===== src/shared/imsp_regs.svh =====
`ifndef IMSP_REGS_SVH
`define IMSP_REGS_SVH
// Configuration after reset: half speed and the most wait states
`define IMSP_RST_CLK_SEL    1'b1
`define IMSP_RST_IWS        2'h3
`define IMSP_RST_DWS        2'h3
`define IMSP_WS_ZERO        2'h0
`define IMSP_PC_STEP        1
`endif


===== src/shared/imsp_pkg.sv =====
package imsp_pkg;
    typedef enum logic [1:0] {IS_IDLE, IS_FETCH, IS_HRD, IS_HWR} imsp_ist_t;
    typedef enum logic [1:0] {DS_IDLE, DS_STALL, DS_ACC} imsp_dst_t;
endpackage


===== src/imsp_core.sv =====
`include "imsp_regs.svh"
module imsp_core
    import imsp_pkg::*;
#(
    parameter int AW = 13,
    parameter int IW = 16,
    parameter int WW = 2
) (
    input  wire logic          mclk,
    input  wire logic          reset,
    input  wire logic          sys_reset_n,
    input  wire logic          cfg_load,
    input  wire logic          cpu_clock_select,
    input  wire logic [WW-1:0] instr_wait_states,
    input  wire logic [WW-1:0] data_wait_states,
    input  wire logic          wait_in,
    input  wire logic          cpu_stopped,
    input  wire logic          fetch_req,
    input  wire logic [AW-1:0] fetch_addr,
    output logic               fetch_done,
    output logic [IW-1:0]      fetch_data,
    input  wire logic          data_req,
    input  wire logic          host_bus_grant,
    output logic               data_done,
    output logic               dmem_access_n,
    output logic [AW-1:0]      imem_addr,
    output logic [IW-1:0]      imem_wdata,
    output logic               imem_wdata_oe,
    input  wire logic [IW-1:0] imem_rdata,
    output logic               imem_read_n,
    output logic               instr_write_strobe_n,
    input  wire logic          host_pc_load,
    input  wire logic [AW-1:0] host_pc_value,
    input  wire logic          host_req,
    input  wire logic          host_we,
    input  wire logic [7:0]    host_wdata,
    output logic [7:0]         host_rdata,
    output logic               host_done,
    output logic               host_refused,
    output logic [AW-1:0]      host_pc
);
    logic            rst_s1_r;
    logic            rst_s2_r;
    logic            rst_int;
    logic            div_r;
    logic            t_tick;
    logic            clk_sel_r;
    logic [WW-1:0]   iws_r;
    logic [WW-1:0]   dws_r;
    imsp_ist_t       ist_r;
    imsp_dst_t       dst_r;
    logic            hi_phase_r;
    logic [7:0]      lo_byte_r;
    logic [7:0]      hi_byte_r;
    logic [AW-1:0]   pc_r;
    logic            i_start;
    logic            i_done;
    logic            d_start;
    logic            d_done;
    logic            fetch_done_r;
    logic [IW-1:0]   fetch_data_r;
    logic            data_done_r;
    logic            dmem_access_n_r;
    logic [AW-1:0]   imem_addr_r;
    logic [IW-1:0]   imem_wdata_r;
    logic            imem_wdata_oe_r;
    logic            imem_read_n_r;
    logic            iwr_n_r;
    logic [7:0]      host_rdata_r;
    logic            host_done_r;
    logic            host_refused_r;

    // First stage feeds only the second, so metastability never reaches logic
    always_ff @(posedge mclk) begin
        if (reset) begin
            rst_s1_r <= 1'b0;
            rst_s2_r <= 1'b0;
        end else begin
            rst_s1_r <= sys_reset_n;
            rst_s2_r <= rst_s1_r;
        end
    end
    assign rst_int = reset || !rst_s2_r;

    // Wait states and clock rate hold their slow defaults until software loads them
    always_ff @(posedge mclk) begin
        if (rst_int) begin
            clk_sel_r <= `IMSP_RST_CLK_SEL;
            iws_r     <= `IMSP_RST_IWS;
            dws_r     <= `IMSP_RST_DWS;
        end else if (cfg_load) begin
            clk_sel_r <= cpu_clock_select;
            iws_r     <= instr_wait_states;
            dws_r     <= data_wait_states;
        end
    end

    always_ff @(posedge mclk) begin
        if (rst_int) begin
            div_r <= 1'b0;
        end else begin
            div_r <= !div_r;
        end
    end
    assign t_tick = clk_sel_r ? div_r : 1'b1;

    // Instruction bus: CPU fetch when running, host access only when stopped
    assign i_start = (ist_r == IS_IDLE) && !i_done &&
                     ((fetch_req && !cpu_stopped) || (host_req && cpu_stopped && (!hi_phase_r || host_we) &&
                      !(hi_phase_r == 1'b0 && host_we)));

    imsp_wait_ctr #(.WW(WW)) u_ictr (
        .mclk    (mclk),
        .reset   (rst_int),
        .start   (i_start),
        .tick    (t_tick),
        .states  (iws_r),
        .wait_in (wait_in),
        .busy    (),
        .done    (i_done)
    );

    imsp_wait_ctr #(.WW(WW)) u_dctr (
        .mclk    (mclk),
        .reset   (rst_int),
        .start   (d_start),
        .tick    (t_tick),
        .states  (dws_r),
        .wait_in (wait_in),
        .busy    (),
        .done    (d_done)
    );

    always_ff @(posedge mclk) begin
        if (rst_int) begin
            ist_r           <= IS_IDLE;
            imem_addr_r     <= '0;
            imem_wdata_r    <= '0;
            imem_wdata_oe_r <= 1'b0;
            imem_read_n_r   <= 1'b1;
            iwr_n_r         <= 1'b1;
            fetch_done_r    <= 1'b0;
            fetch_data_r    <= '0;
        end else begin
            fetch_done_r <= 1'b0;
            case (ist_r)
                IS_IDLE: begin
                    imem_wdata_oe_r <= 1'b0; // Data held one clock past the strobe edge
                    if (i_start && !cpu_stopped) begin
                        ist_r         <= IS_FETCH;
                        imem_addr_r   <= fetch_addr;
                        imem_read_n_r <= 1'b0;
                    end else if (i_start && !host_we) begin
                        ist_r         <= IS_HRD;
                        imem_addr_r   <= pc_r;
                        imem_read_n_r <= 1'b0;
                    end else if (i_start) begin
                        ist_r           <= IS_HWR;
                        imem_addr_r     <= pc_r;
                        imem_wdata_r    <= {host_wdata, lo_byte_r};
                        imem_wdata_oe_r <= 1'b1;
                        iwr_n_r         <= 1'b0;
                    end
                end
                IS_FETCH: begin
                    if (i_done) begin
                        ist_r         <= IS_IDLE;
                        imem_read_n_r <= 1'b1;
                        fetch_data_r  <= imem_rdata;
                        fetch_done_r  <= 1'b1;
                    end
                end
                IS_HRD: begin
                    if (i_done) begin
                        ist_r         <= IS_IDLE;
                        imem_read_n_r <= 1'b1;
                    end
                end
                IS_HWR: begin
                    if (i_done) begin
                        ist_r   <= IS_IDLE;
                        iwr_n_r <= 1'b1;
                    end
                end
                default: ist_r <= IS_IDLE;
            endcase
        end
    end

    // Host byte path: low byte first, counter steps after the high byte
    always_ff @(posedge mclk) begin
        if (rst_int) begin
            hi_phase_r     <= 1'b0;
            lo_byte_r      <= '0;
            hi_byte_r      <= '0;
            pc_r           <= '0;
            host_rdata_r   <= '0;
            host_done_r    <= 1'b0;
            host_refused_r <= 1'b0;
        end else begin
            host_done_r    <= 1'b0;
            host_refused_r <= 1'b0;
            if (host_pc_load) begin
                pc_r       <= host_pc_value;
                hi_phase_r <= 1'b0;
            end else if (host_req && !cpu_stopped) begin
                host_refused_r <= 1'b1;
            end else if (ist_r == IS_HRD && i_done) begin
                lo_byte_r    <= imem_rdata[7:0];
                hi_byte_r    <= imem_rdata[IW-1:8];
                host_rdata_r <= imem_rdata[7:0];
                hi_phase_r   <= 1'b1;
                host_done_r  <= 1'b1;
            end else if (ist_r == IS_HWR && i_done) begin
                pc_r        <= pc_r + AW'(`IMSP_PC_STEP);
                hi_phase_r  <= 1'b0;
                host_done_r <= 1'b1;
            end else if (host_req && ist_r == IS_IDLE && !hi_phase_r && host_we) begin
                lo_byte_r   <= host_wdata;
                hi_phase_r  <= 1'b1;
                host_done_r <= 1'b1;
            end else if (host_req && ist_r == IS_IDLE && hi_phase_r && !host_we) begin
                host_rdata_r <= hi_byte_r;
                pc_r         <= pc_r + AW'(`IMSP_PC_STEP);
                hi_phase_r   <= 1'b0;
                host_done_r  <= 1'b1;
            end
        end
    end

    // Data bus runs beside the instruction bus; it waits while the host holds it
    assign d_start = (dst_r != DS_ACC) && data_req && !host_bus_grant && !data_done_r;

    always_ff @(posedge mclk) begin
        if (rst_int) begin
            dst_r           <= DS_IDLE;
            dmem_access_n_r <= 1'b1;
            data_done_r     <= 1'b0;
        end else begin
            data_done_r <= 1'b0;
            case (dst_r)
                DS_IDLE, DS_STALL: begin
                    if (d_start) begin
                        dst_r           <= DS_ACC;
                        dmem_access_n_r <= 1'b0;
                    end else if (data_req && host_bus_grant) begin
                        dst_r <= DS_STALL;
                    end else begin
                        dst_r <= DS_IDLE;
                    end
                end
                DS_ACC: begin
                    if (d_done) begin
                        dst_r           <= DS_IDLE;
                        dmem_access_n_r <= 1'b1;
                        data_done_r     <= 1'b1;
                    end
                end
                default: dst_r <= DS_IDLE;
            endcase
        end
    end

    assign fetch_done           = fetch_done_r;
    assign fetch_data           = fetch_data_r;
    assign data_done            = data_done_r;
    assign dmem_access_n        = dmem_access_n_r;
    assign imem_addr            = imem_addr_r;
    assign imem_wdata           = imem_wdata_r;
    assign imem_wdata_oe        = imem_wdata_oe_r;
    assign imem_read_n          = imem_read_n_r;
    assign instr_write_strobe_n = iwr_n_r;
    assign host_rdata           = host_rdata_r;
    assign host_done            = host_done_r;
    assign host_refused         = host_refused_r;
    assign host_pc              = pc_r;
endmodule // imsp_core


===== src/imsp_wait_ctr.sv =====
`include "imsp_regs.svh"
module imsp_wait_ctr #(
    parameter int WW = 2
) (
    input  wire logic          mclk,
    input  wire logic          reset,
    input  wire logic          start,
    input  wire logic          tick,
    input  wire logic [WW-1:0] states,
    input  wire logic          wait_in,
    output logic               busy,
    output logic               done
);
    logic [WW-1:0] cnt_r;
    logic          busy_r;

    // Access spans states+1 T-states, then extra T-states while wait_in holds
    assign done = busy_r && tick && (cnt_r == `IMSP_WS_ZERO) && !wait_in;
    assign busy = busy_r;

    always_ff @(posedge mclk) begin
        if (reset) begin
            busy_r <= 1'b0;
            cnt_r  <= '0;
        end else if (start) begin
            busy_r <= 1'b1;
            cnt_r  <= states;
        end else if (done) begin
            busy_r <= 1'b0;
        end else if (busy_r && tick && cnt_r != `IMSP_WS_ZERO) begin
            cnt_r  <= cnt_r - WW'(`IMSP_PC_STEP);
        end
    end
endmodule // imsp_wait_ctr


===== config.mk =====
export PLATFORM = sky130hd
export DESIGN_NAME = imsp_core
export DESIGN_NICKNAME = d
export VERILOG_FILES = /design/src/shared/imsp_pkg.sv /design/src/imsp_core.sv /design/src/imsp_wait_ctr.sv
export VERILOG_INCLUDE_DIRS = /design/src /design/src/shared
export SDC_FILE = /design/constraint.sdc
export NUM_CORES = 1
export LEC_CHECK = 0
export BUFFER_PORTS_ARGS = -buffer_cell sky130_fd_sc_hd__buf_2
export CORE_ASPECT_RATIO = 2
export CORE_MARGIN = 3
export CORE_UTILIZATION = 45
export CTS_BUF_LIST = sky130_fd_sc_hd__clkbuf_8
export CTS_CLUSTER_DIAMETER = 80
export DETAILED_ROUTE_END_ITERATION = 16
export PLACE_DENSITY = 0.71
export SLEW_MARGIN = 15
export SYNTH_ARGS = -nofsm -noshare
export SYNTH_HDL_FRONTEND = slang
export SYNTH_SLANG_ARGS = --single-unit

===== constraint.sdc =====
create_clock -name mclk -period 6.9 [get_ports mclk]
set_clock_uncertainty 0.1 [all_clocks]
set_input_delay 1.38 -clock mclk [delete_from_list [all_inputs] [get_ports mclk]]
set_output_delay 1.38 -clock mclk [all_outputs]
set_load 0.01 [all_outputs]

==> flow_summary.yaml <==
outcome:
  outcome: "complete, no violations"
sta:
  final-setup-viol-count: 0
  hold_slack_ns: 0.344
  rsz0062_at_grt: "no"
  pnr_worst_setup_slack_ns: 3.26
  timing.setup.tns_ns: 0
  timing.final.hold_violations: 0
  period_minus_ws_final_ns: 3.64
  max_freq_mhz: 275
  final_min_period_over_clock_period: 0.527
  finalMaxSlewViolations: 0
  rel_slew_slack: 0.265
  timing_worst_slew_pin_value_ns: 1.10
cts:
  clkTransAtPathRegs_ns: 0.10
  number_of_gates_resized_after_cts: 0
  cts.htree.levels: 3
  clock_tree.root_cell: "sky130_fd_sc_hd__clkbuf_8"
  cts_setup_buffers: 0
  number_of_hold_repair_buffers_added_at_the_cts_stage: 0
  clk_lat_worst_skew_ns: 0.36
  tritoncts: "built"
  clockBufferDepth: 2
  cts_made_buffers: 9
  clock_net_sink_count: 109
final_layout:
  ff_latch_area_um2: 2180
  final_common_cell: "sky130_fd_sc_hd__buf_2"
  syn_to_final_growth_pct: 19.9
  mostFrequentLayoutCells: "sky130_fd_sc_hd__buf_2 (140), sky130_fd_sc_hd__nand2_1 (126), sky130_fd_sc_hd__dfxtp_1 (109)"
  multi_input_gate_area_um2: 2290
  fill_cells: 930
  antennaDiodeCount: 0
  finalCoreUtilization: 0.565
  finalNetCount: 752
  drive_gt1_frac: 0.247
critical_path:
  cp-start-kind: "input port"
  timing.reg2reg.worst_path_depth: 7
  worst-endpoint-required_ns: 7.07
  cp_cell_sequence: "buf_2 > and3b_1 > nand3_1 > o22ai_1 > nor2_1 > a311oi_1"
  timing.critical_path.arrival_ns: 3.81
  cp-end-kind: "register"
  timing.critical_path.slowest_stage_cell: "sky130_fd_sc_hd__o22ai_1"
  slowest_delay_ns: 1.09
  worst-setup-path-type: "input port to register"
  critPathMaxFanout: 21
synth:
  gate_count_of_the_mapped_netlist: 559
  synth_seq_cells: 109
  synth_flop_cell: "sky130_fd_sc_hd__dfxtp_1"
  postSynth.asyncResetShare: 0
  synth-warning-count: 0
  avgSynthCellArea_um2: 8.33
  syn_nets: 633
  ys_types: 54
  sequential_element_share_of_the_synthesized_area: 0.469
  netlist_area_um2: 4660
  post_synth_edffs: 0
global_routing:
  globalRoute.busiestLayer: "met2"
  global_route_track_usage_on_met2: 0.432
  routing_usage_on_met1: 0.224
  first_pass_grt_wire_length_um: 20200
  pin_count_of_the_biggest_net_entering_global_routing: 89
  met3_usage: 0.0428
  number_of_global_route_vias_before_repair: 4181
  antenna_found_initial: 0
  grt_overflow: 0
  grt_usage: 0.219
power:
  comb_pwr_share: 0.069
  vdd_ir_drop_max_mv: 0.116
  switching_power_of_the_nets_mw: 0.262
  total_power_mw: 1.06
  power.clock.fraction: 0.330
  powerDensity_nw_per_um2: 190
  cellInternalPower_mw: 0.797
  switching_share: 0.248
  seqPwrFrac: 0.601
  total_leakage_power_nw: 2.24
route:
  vias: 4352
  remaining_drc_errors: 0
  drt-initial-drc-count: 155
  postRouteWirelength_um: 12900
  wl_per_cell_um: 15.8
  route.detailed.vias_per_inst: 5.34
  antenna_violating_nets_left: 0
  drt_pre_antenna_iters: 4
floorplan:
  coreArea_um2: 9890
  die_w_um: 77.9
  floorplan.die_area_um2: 11700
  num_rows: 51
  io_pins: 141
  die-height_um: 150
  floorplan.initialDensity: 0.471
place:
  port_buffers: 140
  last_weighted_congestion_value_of_the_routability_driven_placer: 0.932
  dpl_worst_slack_ns: 2.90
  dpl.hpwl_um: 9840
flow_run:
  cap_violations: 0
worst_hold_path:
  hp-class: "register to register"
  hold_path_depth: 1
[kinds of logic after synthesis]
logic type | synth area share
AO/OA/AOI/OAI | 0.182
multiplexers | 0.0451
XOR/XNOR | 0.0169
adder cells (fa/ha/maj) | 0.0188
flip-flops | 0.469
AND/OR/NAND/NOR | 0.228
buffers and inverters | 0.0406
[final timing paths]
check,start,end,slack (ns)
setup / recovery,wait_in,lo_byte_r[1]$_SDFFE_PP0P_,3.26
hold / removal,div_r$_SDFF_PP0_,div_r$_SDFF_PP0_,0.34
setup reg to reg,ist_r[0]$_SDFFE_PP0P_,lo_byte_r[1]$_SDFFE_PP0P_,3.79
hold reg to reg,div_r$_SDFF_PP0_,div_r$_SDFF_PP0_,0.34
[layer usage]
layer | part of all wire | vias up
met5 | 0 | -
met4 | 0.014 | 0
met3 | 0.060 | 14
met2 | 0.57 | 150
met1 | 0.36 | 2000
li1 | - | 2188
[flip-flops by register name (all words and copies together), names as in the netlist, 8 cells and up]
name        count
host_rdata      8
imem_addr      13
hi_byte_r       8
imem_wdata     16
host_pc        13
fetch_data     16
lo_byte_r       8
[worst max-delay path: cells and delay by family]
kind,cells,cell delay [ns]
AO/OA/AOI/OAI,2,1.40
AND/OR/NAND/NOR,3,0.88
buffers and inverters,1,0.13
[power by group through the flow]
stage          combinational (mW)  sequential, mW  clock (mW)
2_1_floorplan              0.0385           0.651           0
3_3_place_gp               0.0716           0.651           0
3_5_place_dp               0.0729           0.651           0
4_1_cts                    0.0732           0.637       0.362
5_1_grt                    0.0807           0.638       0.385
6_report                   0.0730           0.637       0.350
[Yosys cell counts, types with 2 or more instances]
master                      count  area, um2
sky130_fd_sc_hd__xnor2_1        8       70.1
sky130_fd_sc_hd__ha_1           7       87.6
sky130_fd_sc_hd__buf_1          2       7.51
sky130_fd_sc_hd__or3_1          3       18.8
sky130_fd_sc_hd__a311oi_1      17        149
sky130_fd_sc_hd__dfxtp_1      109       2180
sky130_fd_sc_hd__nand3b_1       2       15.0
sky130_fd_sc_hd__o31ai_1        2       15.0
sky130_fd_sc_hd__nand4_1        2       12.5
sky130_fd_sc_hd__a21o_1         2       15.0
sky130_fd_sc_hd__nor4_1         3       18.8
sky130_fd_sc_hd__nand2b_1       6       37.5
sky130_fd_sc_hd__nand3_1       13       65.1
sky130_fd_sc_hd__inv_1         10       37.5
sky130_fd_sc_hd__a32oi_1        2       17.5
sky130_fd_sc_hd__buf_2          4       20.0
sky130_fd_sc_hd__o21ai_0       14       70.1
sky130_fd_sc_hd__nor2_1        49        184
sky130_fd_sc_hd__a31oi_1        3       18.8
sky130_fd_sc_hd__nor2b_1        5       31.3
sky130_fd_sc_hd__and4_1         3       26.3
sky130_fd_sc_hd__nor3_1         8       40.0
sky130_fd_sc_hd__a211oi_1      20        150
sky130_fd_sc_hd__nand4b_1       3       26.3
sky130_fd_sc_hd__o22ai_1        4       25.0
sky130_fd_sc_hd__a2111oi_2      2       30.0
sky130_fd_sc_hd__nand2_1      126        473
sky130_fd_sc_hd__a21oi_1       54        270
sky130_fd_sc_hd__mux2i_1       21        210
sky130_fd_sc_hd__clkbuf_1      29        109
sky130_fd_sc_hd__and3_1         3       18.8
[area by class of cell]
class,count,share of cell area
clock buffers,9,0.0222
clock inverters,7,0.00941
inverters,11,0.00739
multi-input cells,403,0.410
flip-flops and latches,109,0.391
well taps,132,0.0296
repair buffers,144,0.131
[through the flow]
step           instance area (um2)  instances
2_1_floorplan                 4660        559
3_3_place_gp                  5410        799
3_5_place_dp                  5410        799
4_1_cts                       5580        815
5_1_grt                       5580        815
6_report                      5580        815
Power figures use the tool's default switching activity.
